`src/hdl/rbpc_map.svh`:
```
// Constants for the registered buffer parity check block.
`ifndef RBPC_MAP_SVH
`define RBPC_MAP_SVH
`define RBPC_DATA_W      14
`define RBPC_ERR_HOLD    2
`define RBPC_ACT_NS      10
`define RBPC_CLK_NS      10
`define RBPC_ACT_CYC     ((`RBPC_ACT_NS + `RBPC_CLK_NS - 1) / `RBPC_CLK_NS)
`define RBPC_CFG_SINGLE  2'b00
`define RBPC_CFG_FIRST   2'b10
`define RBPC_CFG_SECOND  2'b11
`endif

```
`src/hdl/rbpc_pkg.sv`:
```
// Types shared by both ends of the parity check link.
package rbpc_pkg;
   typedef enum logic [1:0] {
      RBPC_SINGLE = 2'b00,
      RBPC_FIRST  = 2'b10,
      RBPC_SECOND = 2'b11,
      RBPC_BAD    = 2'b01
   } rbpc_role_e;
endpackage

```
`src/hdl/rbpc_link_if.sv`:
```
// Interface joining the memory controller to the parity-checking buffer.
`timescale 1ns/1ns
interface rbpc_link_if #(parameter int DATA_W = 14);
   logic [DATA_W-1:0] data;
   logic              parity_in;
   logic              parity_error_out_n_o;
   logic              parity_error_out_n_oe;
   logic              partial_parity_out;
   logic              data_valid;
   logic              data_ready;
   logic              parity_error_out_n;

   // The error line is open drain and pulled up when nobody drives it.
   assign parity_error_out_n = parity_error_out_n_oe ? parity_error_out_n_o : 1'b1;

   modport buffer (
      input  data, parity_in, data_valid,
      output parity_error_out_n_o, parity_error_out_n_oe, partial_parity_out, data_ready
   );
   modport ctrl (
      output data, parity_in, data_valid,
      input  parity_error_out_n, partial_parity_out, data_ready
   );
endinterface

```
`src/hdl/rbpc_buffer.sv`:
```
// Buffer end: parity check with role-dependent error latency.
`timescale 1ns/1ns
`include "rbpc_map.svh"
// Behaviour
// - Both selects low: single buffer, check all.
// - Pair roles: first 0/1, second 1/1.
// - Single or second: error at n+2.
// - First of pair: error at n+1.
// - Error held low at least two cycles.
// - Controller holds inputs low after reset.
// - Second parity input comes from first.
module rbpc_buffer #(
   parameter int DATA_W = `RBPC_DATA_W
) (
   input  wire logic              sys_clk,
   input  wire logic              rst_n,
   input  wire logic              config_select0,
   input  wire logic              config_select1,
   output logic [DATA_W-1:0]      out_data,
   output logic                   out_valid,
   input  wire logic              out_ready,
   output logic                   role_fault,
   rbpc_link_if.buffer            link
);
   import rbpc_pkg::*;

   // ------------------------------------------------------------
   // Elaboration checks
   // ------------------------------------------------------------
   // The hold counter is two bits wide, so longer holds cannot be served.
   initial begin
      if (DATA_W < 1) begin
         $error("DATA_W must be at least one");
      end
      if (`RBPC_ERR_HOLD < 1 || `RBPC_ERR_HOLD > 4) begin
         $error("error hold must lie between one and four cycles");
      end
   end

   // ------------------------------------------------------------
   // Role decode
   // ------------------------------------------------------------
   // Select1 is the upper bit of the role code, so the first device of a
   // pair, with select0 low and select1 high, decodes as the first role.
   rbpc_role_e role;
   logic       is_single;
   logic       is_first;
   logic       is_second;
   logic       late_role;
   assign role      = rbpc_role_e'({config_select1, config_select0});
   assign is_single = (role == RBPC_SINGLE);
   assign is_first  = (role == RBPC_FIRST);
   assign is_second = (role == RBPC_SECOND);
   assign late_role = is_single || is_second;

   always_comb begin
      case (role)
         RBPC_SINGLE: begin
            role_fault = 1'b0;
         end
         RBPC_FIRST: begin
            role_fault = 1'b0;
         end
         RBPC_SECOND: begin
            role_fault = 1'b0;
         end
         default: begin
            role_fault = 1'b1;
         end
      endcase
   end

   // ------------------------------------------------------------
   // Word parity
   // ------------------------------------------------------------
   // Only the parity of a word is kept, not the word itself, because the
   // late parity bit needs nothing more to be judged.
   logic data_par_ff;
   logic nxt_data_par;
   logic sum_odd;
   assign nxt_data_par = ^link.data;
   assign sum_odd      = data_par_ff ^ link.parity_in;

   always_ff @(posedge sys_clk) begin
      if (!rst_n) begin
         data_par_ff <= 1'b0;
      end else begin
         data_par_ff <= nxt_data_par;
      end
   end

   // ------------------------------------------------------------
   // Partial parity out
   // ------------------------------------------------------------
   // The second device takes this on its parity input.
   logic ppo_ff;

   always_ff @(posedge sys_clk) begin
      if (!rst_n) begin
         ppo_ff <= 1'b0;
      end else begin
         ppo_ff <= sum_odd;
      end
   end

   assign link.partial_parity_out = ppo_ff;

   // ------------------------------------------------------------
   // Error staging
   // ------------------------------------------------------------
   // The late roles wait one more edge so that the pair reports an error
   // at the same edge as a single device would.
   logic err_stage_ff;
   logic err_first;
   logic err_late;
   logic err_now;

   always_ff @(posedge sys_clk) begin
      if (!rst_n) begin
         err_stage_ff <= 1'b0;
      end else begin
         err_stage_ff <= sum_odd;
      end
   end

   assign err_first = is_first && sum_odd;
   assign err_late  = late_role && err_stage_ff;
   assign err_now   = err_first || err_late;

   // ------------------------------------------------------------
   // Error hold
   // ------------------------------------------------------------
   // A fresh error restarts the hold, so low lasts at least two cycles.
   logic [1:0] hold_ff;
   logic       hold_busy;
   assign hold_busy = (hold_ff != 2'h0);

   always_ff @(posedge sys_clk) begin
      if (!rst_n) begin
         hold_ff <= 2'h0;
      end else if (err_now) begin
         hold_ff <= 2'(`RBPC_ERR_HOLD - 1);
      end else if (hold_busy) begin
         hold_ff <= hold_ff - 2'h1;
      end
   end

   // ------------------------------------------------------------
   // Error output
   // ------------------------------------------------------------
   // The line is open drain: the buffer only ever pulls it low.
   logic err_n_ff;

   always_ff @(posedge sys_clk) begin
      if (!rst_n) begin
         err_n_ff <= 1'b1;
      end else if (err_now) begin
         err_n_ff <= 1'b0;
      end else if (!hold_busy) begin
         err_n_ff <= 1'b1;
      end
   end

   assign link.parity_error_out_n_o  = 1'b0;
   assign link.parity_error_out_n_oe = ~err_n_ff;

   // ------------------------------------------------------------
   // Two-entry output buffer
   // ------------------------------------------------------------
   // Two entries let the link run back to back while the receiver keeps up; a stall
   // that meets an arriving word fills both and drops data_ready the next cycle.
   logic [DATA_W-1:0] mem [2];
   logic              wr_ff;
   logic              rd_ff;
   logic [1:0]        cnt_ff;
   logic              push;
   logic              pop;
   logic              buf_full;
   logic              buf_empty;
   assign buf_full        = (cnt_ff == 2'h2);
   assign buf_empty       = (cnt_ff == 2'h0);
   assign link.data_ready = !buf_full;
   assign push            = link.data_valid && link.data_ready;
   assign pop             = out_valid && out_ready;
   assign out_valid       = !buf_empty;
   assign out_data        = mem[rd_ff];

   always_ff @(posedge sys_clk) begin
      if (!rst_n) begin
         wr_ff <= 1'b0;
      end else if (push) begin
         wr_ff <= ~wr_ff;
      end
   end

   always_ff @(posedge sys_clk) begin
      if (!rst_n) begin
         rd_ff <= 1'b0;
      end else if (pop) begin
         rd_ff <= ~rd_ff;
      end
   end

   always_ff @(posedge sys_clk) begin
      if (!rst_n) begin
         cnt_ff <= 2'h0;
      end else begin
         cnt_ff <= cnt_ff + {1'b0, push} - {1'b0, pop};
      end
   end

   // Entries need no reset: the count alone says which ones hold data.
   always_ff @(posedge sys_clk) begin
      if (push) begin
         mem[wr_ff] <= link.data;
      end
   end
endmodule // rbpc_buffer

```
`src/flat_wrapper.sv`:
```
// flat-port wrapper written by rule: the top's interface ports become plain ports
module rbpc_buffer_flat import rbpc_pkg::*;
#(
   parameter int DATA_W = `RBPC_DATA_W
)
  (sys_clk, rst_n, config_select0, config_select1, out_data, out_valid, out_ready, role_fault, link_data, link_parity_in, link_data_valid, link_parity_error_out_n_o, link_parity_error_out_n_oe, link_partial_parity_out, link_data_ready);
  rbpc_link_if #(.DATA_W(DATA_W)) link_i ();
  input  wire logic sys_clk;
  input  wire logic rst_n;
  input  wire logic config_select0;
  input  wire logic config_select1;
  output logic [DATA_W-1:0] out_data;
  output logic out_valid;
  input  wire logic out_ready;
  output logic role_fault;
  input wire logic [$bits(link_i.data)-1:0] link_data;
  input wire logic [$bits(link_i.parity_in)-1:0] link_parity_in;
  input wire logic [$bits(link_i.data_valid)-1:0] link_data_valid;
  output wire logic [$bits(link_i.parity_error_out_n_o)-1:0] link_parity_error_out_n_o;
  output wire logic [$bits(link_i.parity_error_out_n_oe)-1:0] link_parity_error_out_n_oe;
  output wire logic [$bits(link_i.partial_parity_out)-1:0] link_partial_parity_out;
  output wire logic [$bits(link_i.data_ready)-1:0] link_data_ready;
  assign link_i.data = link_data;
  assign link_i.parity_in = link_parity_in;
  assign link_i.data_valid = link_data_valid;
  assign link_parity_error_out_n_o = link_i.parity_error_out_n_o;
  assign link_parity_error_out_n_oe = link_i.parity_error_out_n_oe;
  assign link_partial_parity_out = link_i.partial_parity_out;
  assign link_data_ready = link_i.data_ready;
  rbpc_buffer #(.DATA_W(DATA_W)) u_core (.sys_clk(sys_clk), .rst_n(rst_n), .config_select0(config_select0), .config_select1(config_select1), .out_data(out_data), .out_valid(out_valid), .out_ready(out_ready), .role_fault(role_fault), .link(link_i));
endmodule
```
`config.mk`:
```
export PLATFORM = sky130hd
export DESIGN_NAME = rbpc_buffer_flat
export DESIGN_NICKNAME = d
export VERILOG_FILES = /design/src/hdl/rbpc_pkg.sv /design/src/hdl/rbpc_link_if.sv /design/src/hdl/rbpc_buffer.sv /design/src/flat_wrapper.sv
export VERILOG_INCLUDE_DIRS = /design/src /design/src/hdl
export SDC_FILE = /design/constraint.sdc
export NUM_CORES = 1
export LEC_CHECK = 0
export BUFFER_PORTS_ARGS = -buffer_cell sky130_fd_sc_hd__buf_2
export CORE_ASPECT_RATIO = 1.2
export CORE_MARGIN = 5
export CORE_UTILIZATION = 33
export DETAILED_ROUTE_END_ITERATION = 12
export PLACE_DENSITY = 0.56
export SYNTH_ARGS = -nofsm -noshare
export SYNTH_HDL_FRONTEND = slang
export SYNTH_SLANG_ARGS = --single-unit
export TNS_END_PERCENT = 1
```
`constraint.sdc`:
```
create_clock -name sys_clk -period 2.5 [get_ports sys_clk]
set_input_delay 0.375 -clock sys_clk [delete_from_list [all_inputs] [get_ports sys_clk]]
set_output_delay 0.375 -clock sys_clk [all_outputs]
set_load 0.02 [all_outputs]
```
### Word level (Yosys, flattened, before mapping)

Memories as Yosys holds them, arrays and structs flattened. A register that Yosys moved wholly into a read port is not among the register bits.
Index checks and enable logic that the tools add are counted.

* input port bits: 21
* bits in writable memories: 28
* register bits after elaboration: 9
* memories kept: 1
* word-level logic and storage cells: 45

* equal/unequal tests: 4
* mux-type cells: 9
* bitwise gates (word level): 5
* add/sub/neg operators: 3
* reduce and logical (&&, ||, !) cells: 15

Memories
* u_core.mem: depth 2, bits a word 14, read ports 1, clocked after memory_dff 1, write ports 1, RTL line rbpc_buffer.sv:172 `logic [DATA_W-1:0] mem [2];`

Operators with widths (count)
* $reduce_xor 14->1: 1
* $mux 1: 9
* $eq 2x2->1 const B: 3
* $logic_and 1x1->1: 4
* $logic_not 2->1: 2
* $not 1->1: 4
* $reduce_bool 2->1: 2
* $reduce_or 3->1: 1
* $add 2x1->2: 1
* $logic_not 1->1: 2
* $logic_or 1x1->1: 2
* $ne 2x1->1 const B: 1
* $reduce_or 2->1: 1
* $sub 2x1->2: 1
* $sub 2x1->2 const B: 1
* $xor 1x1->1: 1

### Logic depth before layout (Yosys ltp)

Gate-level depths: netlist (run 1).

* depth after elaboration: 5
* mapped depth: 8
* gate-level depth less buffers: 8

### Worst setup path before layout (run 1)

Ideal clock, no wire load.

* path type: reg-to-reg
* start point: reg u_core.cnt_ff[0]
* end point: reg u_core.cnt_ff[1]
* buffers on the path: 0
* setup slack: 689 ps
* required time: 2385 ps
* clock period less this slack: 1811 ps
* data arrival time: 1696 ps
* cell stages (with the launch flop): 9
* cells stage by stage: dfxtp_1 -> or2_2 -> and2_1 -> ha_1 -> inv_1 -> ha_1 -> xnor2_1 -> xnor2_1 -> and2_1

RTL lines
* from (decl): RTL line rbpc_buffer.sv:175 `logic [1:0] cnt_ff;`
* from (signal assigned): RTL line rbpc_buffer.sv:208 `cnt_ff <= cnt_ff + {1'b0, push} - {1'b0, pop};`
* $logic_not 2->1: RTL line rbpc_buffer.sv:181 `assign buf_empty = (cnt_ff == 2'h0);`
* $logic_not 1->1: RTL line rbpc_buffer.sv:185 `assign out_valid = !buf_empty;`
* net out_valid: RTL line flat_wrapper.sv:13 `output logic out_valid;`
* $logic_and 1x1->1: RTL line rbpc_buffer.sv:184 `assign pop = out_valid && out_ready;`
* net u_core.pop: RTL line rbpc_buffer.sv:177 `logic pop;`
* $sub 2x1->2: RTL line rbpc_buffer.sv:208

The timed path passes the listed nets, and every way through them passes these cells.
A chain may end at the register's enable or synchronous reset.

==> impl_metrics.py, run 1 <==
metrics = {
    "synth": {
        "async_flop_share_pct": 0,
        "synth.top_cells.by_area": "edfxtp_1 53%, dfxtp_1 13%, mux2_2 9.9%",
        "synth_enable_flop_cells": 28,
        "avgSynthCellArea_um2": 15.22,
        "synth-seq-cells": 38,
        "ys.flop_type": "edfxtp_1",
        "synthesis.nets": 131,
        "ys_seq_area_share_pct": 65.15,
        "synth_top_area_share_pct": 52.62,
        "syn_inst": 105,
        "synth.cell_area_mm2": 0.001598,
        "ys.warnings.count": 0,
        "synth.distinct_cells": 21,
        "synth_top_area_cell": "edfxtp_1",
    },
    "cts": {
        "cts_tree": "yes",
        "root_buffer": "clkbuf_8",
        "clk_pin_slew_worst_paths_ns": 0.07,
        "post-cts-setup-buffer-count": 0,
        "hold_buffers": 0,
        "post_cts_resized": 0,
        "insertion_delay_ns": 0.28,
        "cts.htree.levels": 2,
        "cts_buffer_depth": 2,
        "cts_buffers": 5,
        "numClockSinks": 38,
    },
    "hold_path": {
        "hp-class": "input pin to flop",
    },
    "outcome": {
        "outcome": "completed",
    },
    "sta": {
        "worst_hold_slack_ns": 0.3053,
        "skew_ns": 0.004005,
        "grt_setup_unrepaired": "false",
        "relSlewSlack_pct": 54.30,
        "timing.fmax_mhz": 512.7,
        "period_needed_ns": 1.950,
        "worst_slew_pin_slew_ns": 0.6856,
        "worst_slack_ns": 0.5496,
        "setup_tns_ns": 0,
        "finalCritPeriodShare_pct": 78.02,
        "finalSetupViolCount": 0,
        "hold_violations": 0,
        "report.final.slew_viol_count": 0,
    },
    "floorplanning": {
        "die_area_mm2": 0.006339,
        "die_x_um": 73.52,
        "start_util_pct": 34.52,
        "io-pin-count": 41,
        "die_h_um": 86.23,
        "fp-row-count": 27,
        "core_area_mm2": 0.004628,
    },
    "global_routing": {
        "grt_pass1_vias": 988,
        "grt_max_degree": 15,
        "gr-total-overflow": 0,
        "antenna_found_initial": 0,
        "gr-usage-all-layers_pct": 9.460,
        "grt_pass1_wl_um": 4450,
    },
    "route": {
        "num_vias": 906,
        "wl_met3_um": 247,
        "wl_met2_um": 1403,
        "dr.pass1.iters": 4,
        "drc": 0,
        "wirelength_met1_um": 1015,
        "wl_per_cell_um": 13.05,
        "viasPerCell": 4.356,
        "highest_layer": "met4",
        "wl_um": 2714,
        "final_antenna_net_count": 0,
        "dr.first_iter.drc_count": 30,
    },
    "pwr": {
        "powerDensity_mw_per_mm2": 993.7,
        "p_leak_nw": 0.8012,
        "ir_worst_vdd_mv": 0.4932,
    },
    "finish": {
        "area_delta_synth_final_pct": 21.46,
        "fin_cells": 208,
        "most-common-layout-cells": "39 x buf_2, 28 x edfxtp_1, 14 x mux2_2, 12 x xnor2_1, 10 x dfxtp_1",
        "antenna_cells": 0,
        "final_layout_size_suffix_gt1_share_pct": 41.33,
        "mostFrequentLayoutCell": "buf_2",
        "fin_nets": 176,
    },
    "worst_setup_path": {
        "crit_type": "flop to primary output",
        "endpoint_kind": "primary output",
        "cp_max_fo": 14,
        "cp.required_ns": 2.12,
        "arrival_ns": 1.58,
        "start_kind": "flop",
        "rrSetupSlack_ns": 0.65,
    },
    "placed_design": {
        "place_inst": 201,
        "place_hpwl_um": 2052,
        "place_ws_ns": 0.6266,
        "port-buffer-count": 39,
        "place.gp.congestion": 0.7224,
    },
    "job": {
        "maxCapViolCount": 0,
    },
}
power breakdown:
group	internal [W]	switching, W
clock network	0.000187	0.000188
registers	0.000820	0.0000750
logic	0.000309	0.000350
through the flow:
stage / area, um2 / power (W) / util [%]
floorplan: 1598 / 0.001373 / -
global placement: 1862 / 0.001548 / 40.23
detailed placement: 1862 / 0.001583 / 40.23
CTS: 1941 / 0.001971 / 41.93
global route: 1941 / 0.002063 / 41.93
finish: 1941 / 0.001928 / 41.93
cells by family (layout without fill, tap and decap cells):
family,Yosys count,after routing,share of synthesized area (%)
flip-flops,38,38,65.15
AND/OR/NAND/NOR,16,16,5.638
XOR/XNOR,17,17,11.04
AO/OA/AOI/OAI,4,4,1.567
multiplexers,14,14,9.867
other,1,1,0.2347
buffers and inverters,10,55,2.584
adder cells (fa/ha/maj),5,5,3.915
sequential cells by signal, summed over array words and instances (netlist names), named ones only:
| signal | count |
|---|---|
| u_core.mem | 28 |
| u_core.cnt_ff | 2 |
| u_core.hold_ff | 2 |
| u_core.data_par_ff | 1 |
| u_core.err_n_ff | 1 |
| u_core.err_stage_ff | 1 |
| u_core.rd_ff | 1 |
| u_core.wr_ff | 1 |
layer usage:
metal / track usage (%) / vias up
met5: 0 / -
met3: 4.176 / 4
met2: 16.05 / 30
li1: - / 446
met4: 4.448 / 0
met1: 9.853 / 426
final timing paths:
kind	cells past startpoint	to	startpoint
max reg2reg	8	u_core.cnt_ff[1]	u_core.cnt_ff[1]
max	2	out_data[13]	flop
min	1	u_core.mem[1][3]	link_data[3]
min reg2reg	2	u_core.err_n_ff	u_core.err_n_ff
synthesized netlist by cell type (2+ instances only):
cell type	instances
edfxtp_1	28
mux2_2	14
xnor2_1	12
dfxtp_1	10
inv_1	8
and2_1	6
ha_1	5
nand2_1	3
xor2_1	3
and3_1	2
nor2b_1	2
o21ai_0	2
xnor3_1	2
worst max-delay path: stages (launching register included):
cell	delay [ns]
dfxtp_1	0.72
mux2_2	0.41
buf_2	0.16
cell type report:
type	count	area, um2
inverter	8	30.03
clock buffer	5	68.82
multi-input combinational	57	515.5
sequential	38	1041
timing repair buffer	40	202.7
clock inverter	2	10.01
tap	58	72.57
fill	450	2688
(Power assumes the default switching activity.)
==> run 2: changes to the inputs <==
==> constraint.sdc (replaced) <==
create_clock -name sys_clk -period 1.9 [get_ports sys_clk]
set_input_delay 0.285 -clock sys_clk [delete_from_list [all_inputs] [get_ports sys_clk]]
set_output_delay 0.285 -clock sys_clk [all_outputs]
set_load 0.02 [all_outputs]
==> impl_metrics.py, run 2 (synthesis results as in run 1) <==
metrics = {
    "outcome": {
        "outcome": "completed",
    },
    "sta": {
        "finalCritPeriodShare_pct": 95.57,
        "timing.fmax_mhz": 550.7,
        "grt_setup_unrepaired": "false",
        "hold_violations": 0,
        "finalSetupViolCount": 0,
        "skew_ns": 0.007689,
        "worst_slack_ns": 0.08409,
        "period_needed_ns": 1.816,
        "report.final.slew_viol_count": 0,
        "setup_tns_ns": 0,
    },
    "placed_design": {
        "place_ws_ns": 0.05027,
        "place.gp.congestion": 0.7323,
        "port-buffer-count": 39,
        "place_area_mm2": 0.001877,
        "place_hpwl_um": 2088,
    },
    "finish": {
        "most-common-layout-cells": "39 x buf_2, 28 x edfxtp_1, 14 x mux2_2, 11 x xnor2_1, 9 x dfxtp_1",
        "largest_reg_flops": 28,
        "area_delta_synth_final_pct": 23.49,
        "mostFrequentLayoutCell": "buf_2",
        "top_regs": "u_core.mem: 28 flops, u_core.cnt_ff: 2 flops, u_core.hold_ff: 2 flops",
        "fin_nets": 178,
        "fin_area_mm2": 0.001973,
        "antenna_cells": 0,
        "top_register": "u_core.mem",
        "final_layout_size_suffix_gt1_share_pct": 43.79,
        "final_core_util_pct": 42.63,
    },
    "floorplanning": {
        "die_h_um": 86.23,
        "io-pin-count": 41,
        "fp-row-count": 27,
        "core_area_mm2": 0.004628,
        "die_x_um": 73.52,
        "start_util_pct": 34.52,
        "die_area_mm2": 0.006339,
    },
    "route": {
        "dr.first_iter.drc_count": 12,
        "wl_per_cell_um": 13.30,
        "final_antenna_net_count": 0,
        "dr.pass1.iters": 3,
        "viasPerCell": 4.398,
        "num_vias": 928,
        "drc": 0,
        "wl_um": 2806,
    },
    "global_routing": {
        "antenna_found_initial": 0,
        "grt_use_met1_pct": 9.485,
        "grt_use_met2_pct": 16.21,
        "gr-max-usage-layer": "met2",
        "grt_max_degree": 15,
        "gr-total-overflow": 0,
        "grt_pass1_vias": 995,
        "gr-usage-all-layers_pct": 9.388,
        "grt_pass1_wl_um": 4464,
        "globalRouteMet3Util_pct": 4.524,
    },
    "cts": {
        "cts_buffers": 5,
        "root_buffer": "clkbuf_8",
        "cts.htree.levels": 2,
        "numClockSinks": 38,
        "cts_buffer_depth": 2,
        "cts_tree": "yes",
        "clk_pin_slew_worst_paths_ns": 0.07,
        "insertion_delay_ns": 0.28,
        "hold_buffers": 0,
    },
    "hold_path": {
        "whs_path_depth": 1,
        "hp-class": "input pin to flop",
    },
    "pwr": {
        "netSwitchingPower_w": 0.0008271,
        "cellInternalPower_w": 0.001764,
        "pwr-share-comb_pct": 36.2,
        "powerDensity_mw_per_mm2": 1313,
        "p_leak_nw": 0.8144,
        "seq_power_share_pct": 43.9,
        "swShare_pct": 31.92,
        "ir_worst_vdd_mv": 0.6962,
        "clkPwrFrac_pct": 19.9,
    },
    "job": {
        "maxCapViolCount": 0,
    },
    "worst_setup_path": {
        "r2r_cells": 8,
        "start_kind": "flop",
        "arrival_ns": 1.99,
        "cp.required_ns": 2.08,
        "cp_max_fo": 3,
        "endpoint_kind": "flop",
        "crit_type": "flop to flop",
    },
}
==> run 2: cell count changes in the layout (fill, tap and decap cells not counted), sizes merged <==
cell      delta
buf          +2
clkinvlp     +1
==> run 2: cell type report <==
class | count | area, um2
timing repair buffer | 42 | 217.7
tap | 58 | 72.57
multi-input combinational | 57 | 525.5
fill | 448 | 2655
clock buffer | 5 | 68.82
clock inverter | 3 | 16.27
sequential | 38 | 1042
inverter | 8 | 30.03
==> run 2: power by group through the flow <==
stage                     Clock, W  Sequential (W)  Combinational (W)
after global routing      0.000574         0.00116            0.00103
after CTS                 0.000538         0.00114           0.000947
final                     0.000515         0.00114           0.000939
after detailed placement         0         0.00115           0.000944
after global placement           0         0.00115           0.000908
after floorplan                  0         0.00116           0.000651
==> run 2: worst paths after layout <==
check,startpoint,endpoint,slack [ns]
hold / removal,link_data[2],u_core.mem[1][2],0.22
hold reg to reg,u_core.err_n_ff,u_core.err_n_ff,0.50
setup reg to reg,u_core.cnt_ff[0],u_core.cnt_ff[1],0.08
setup / recovery,u_core.cnt_ff[0],u_core.cnt_ff[1],0.08
==> run 2: worst max-delay path: stages (launching register included) <==
cell and delay, ns:
dfxtp_2 0.33, or2_2 0.30, and2_4 0.17, ha_1 0.27, inv_1 0.04, ha_1 0.20, xnor2_2 0.15, xnor2_1 0.12
and2_1 0.14
==> run 2: per-stage QoR <==
step,power (W),std cells,hold slack (ns)
CTS,0.002623,211,0.2062
floorplan,0.001806,105,0.3469
global route,0.002759,211,0.1948
global placement,0.002053,203,0.4611
detailed placement,0.002098,203,0.4882
finish,0.002591,211,0.2169
==> run 2: repair_timing <==
action | CTS | global route
endpoints found under the setup margin | 0 | 1
buffers inserted | 0 | 0
resized for setup | 0 | 3
==> run 2: layer usage <==
layer | vias to the layer above | wire length (um)
met5 | - | 0
met1 | 448 | 1020
li1 | 452 | -
met2 | 26 | 1506
met4 | 0 | 24
met3 | 2 | 255
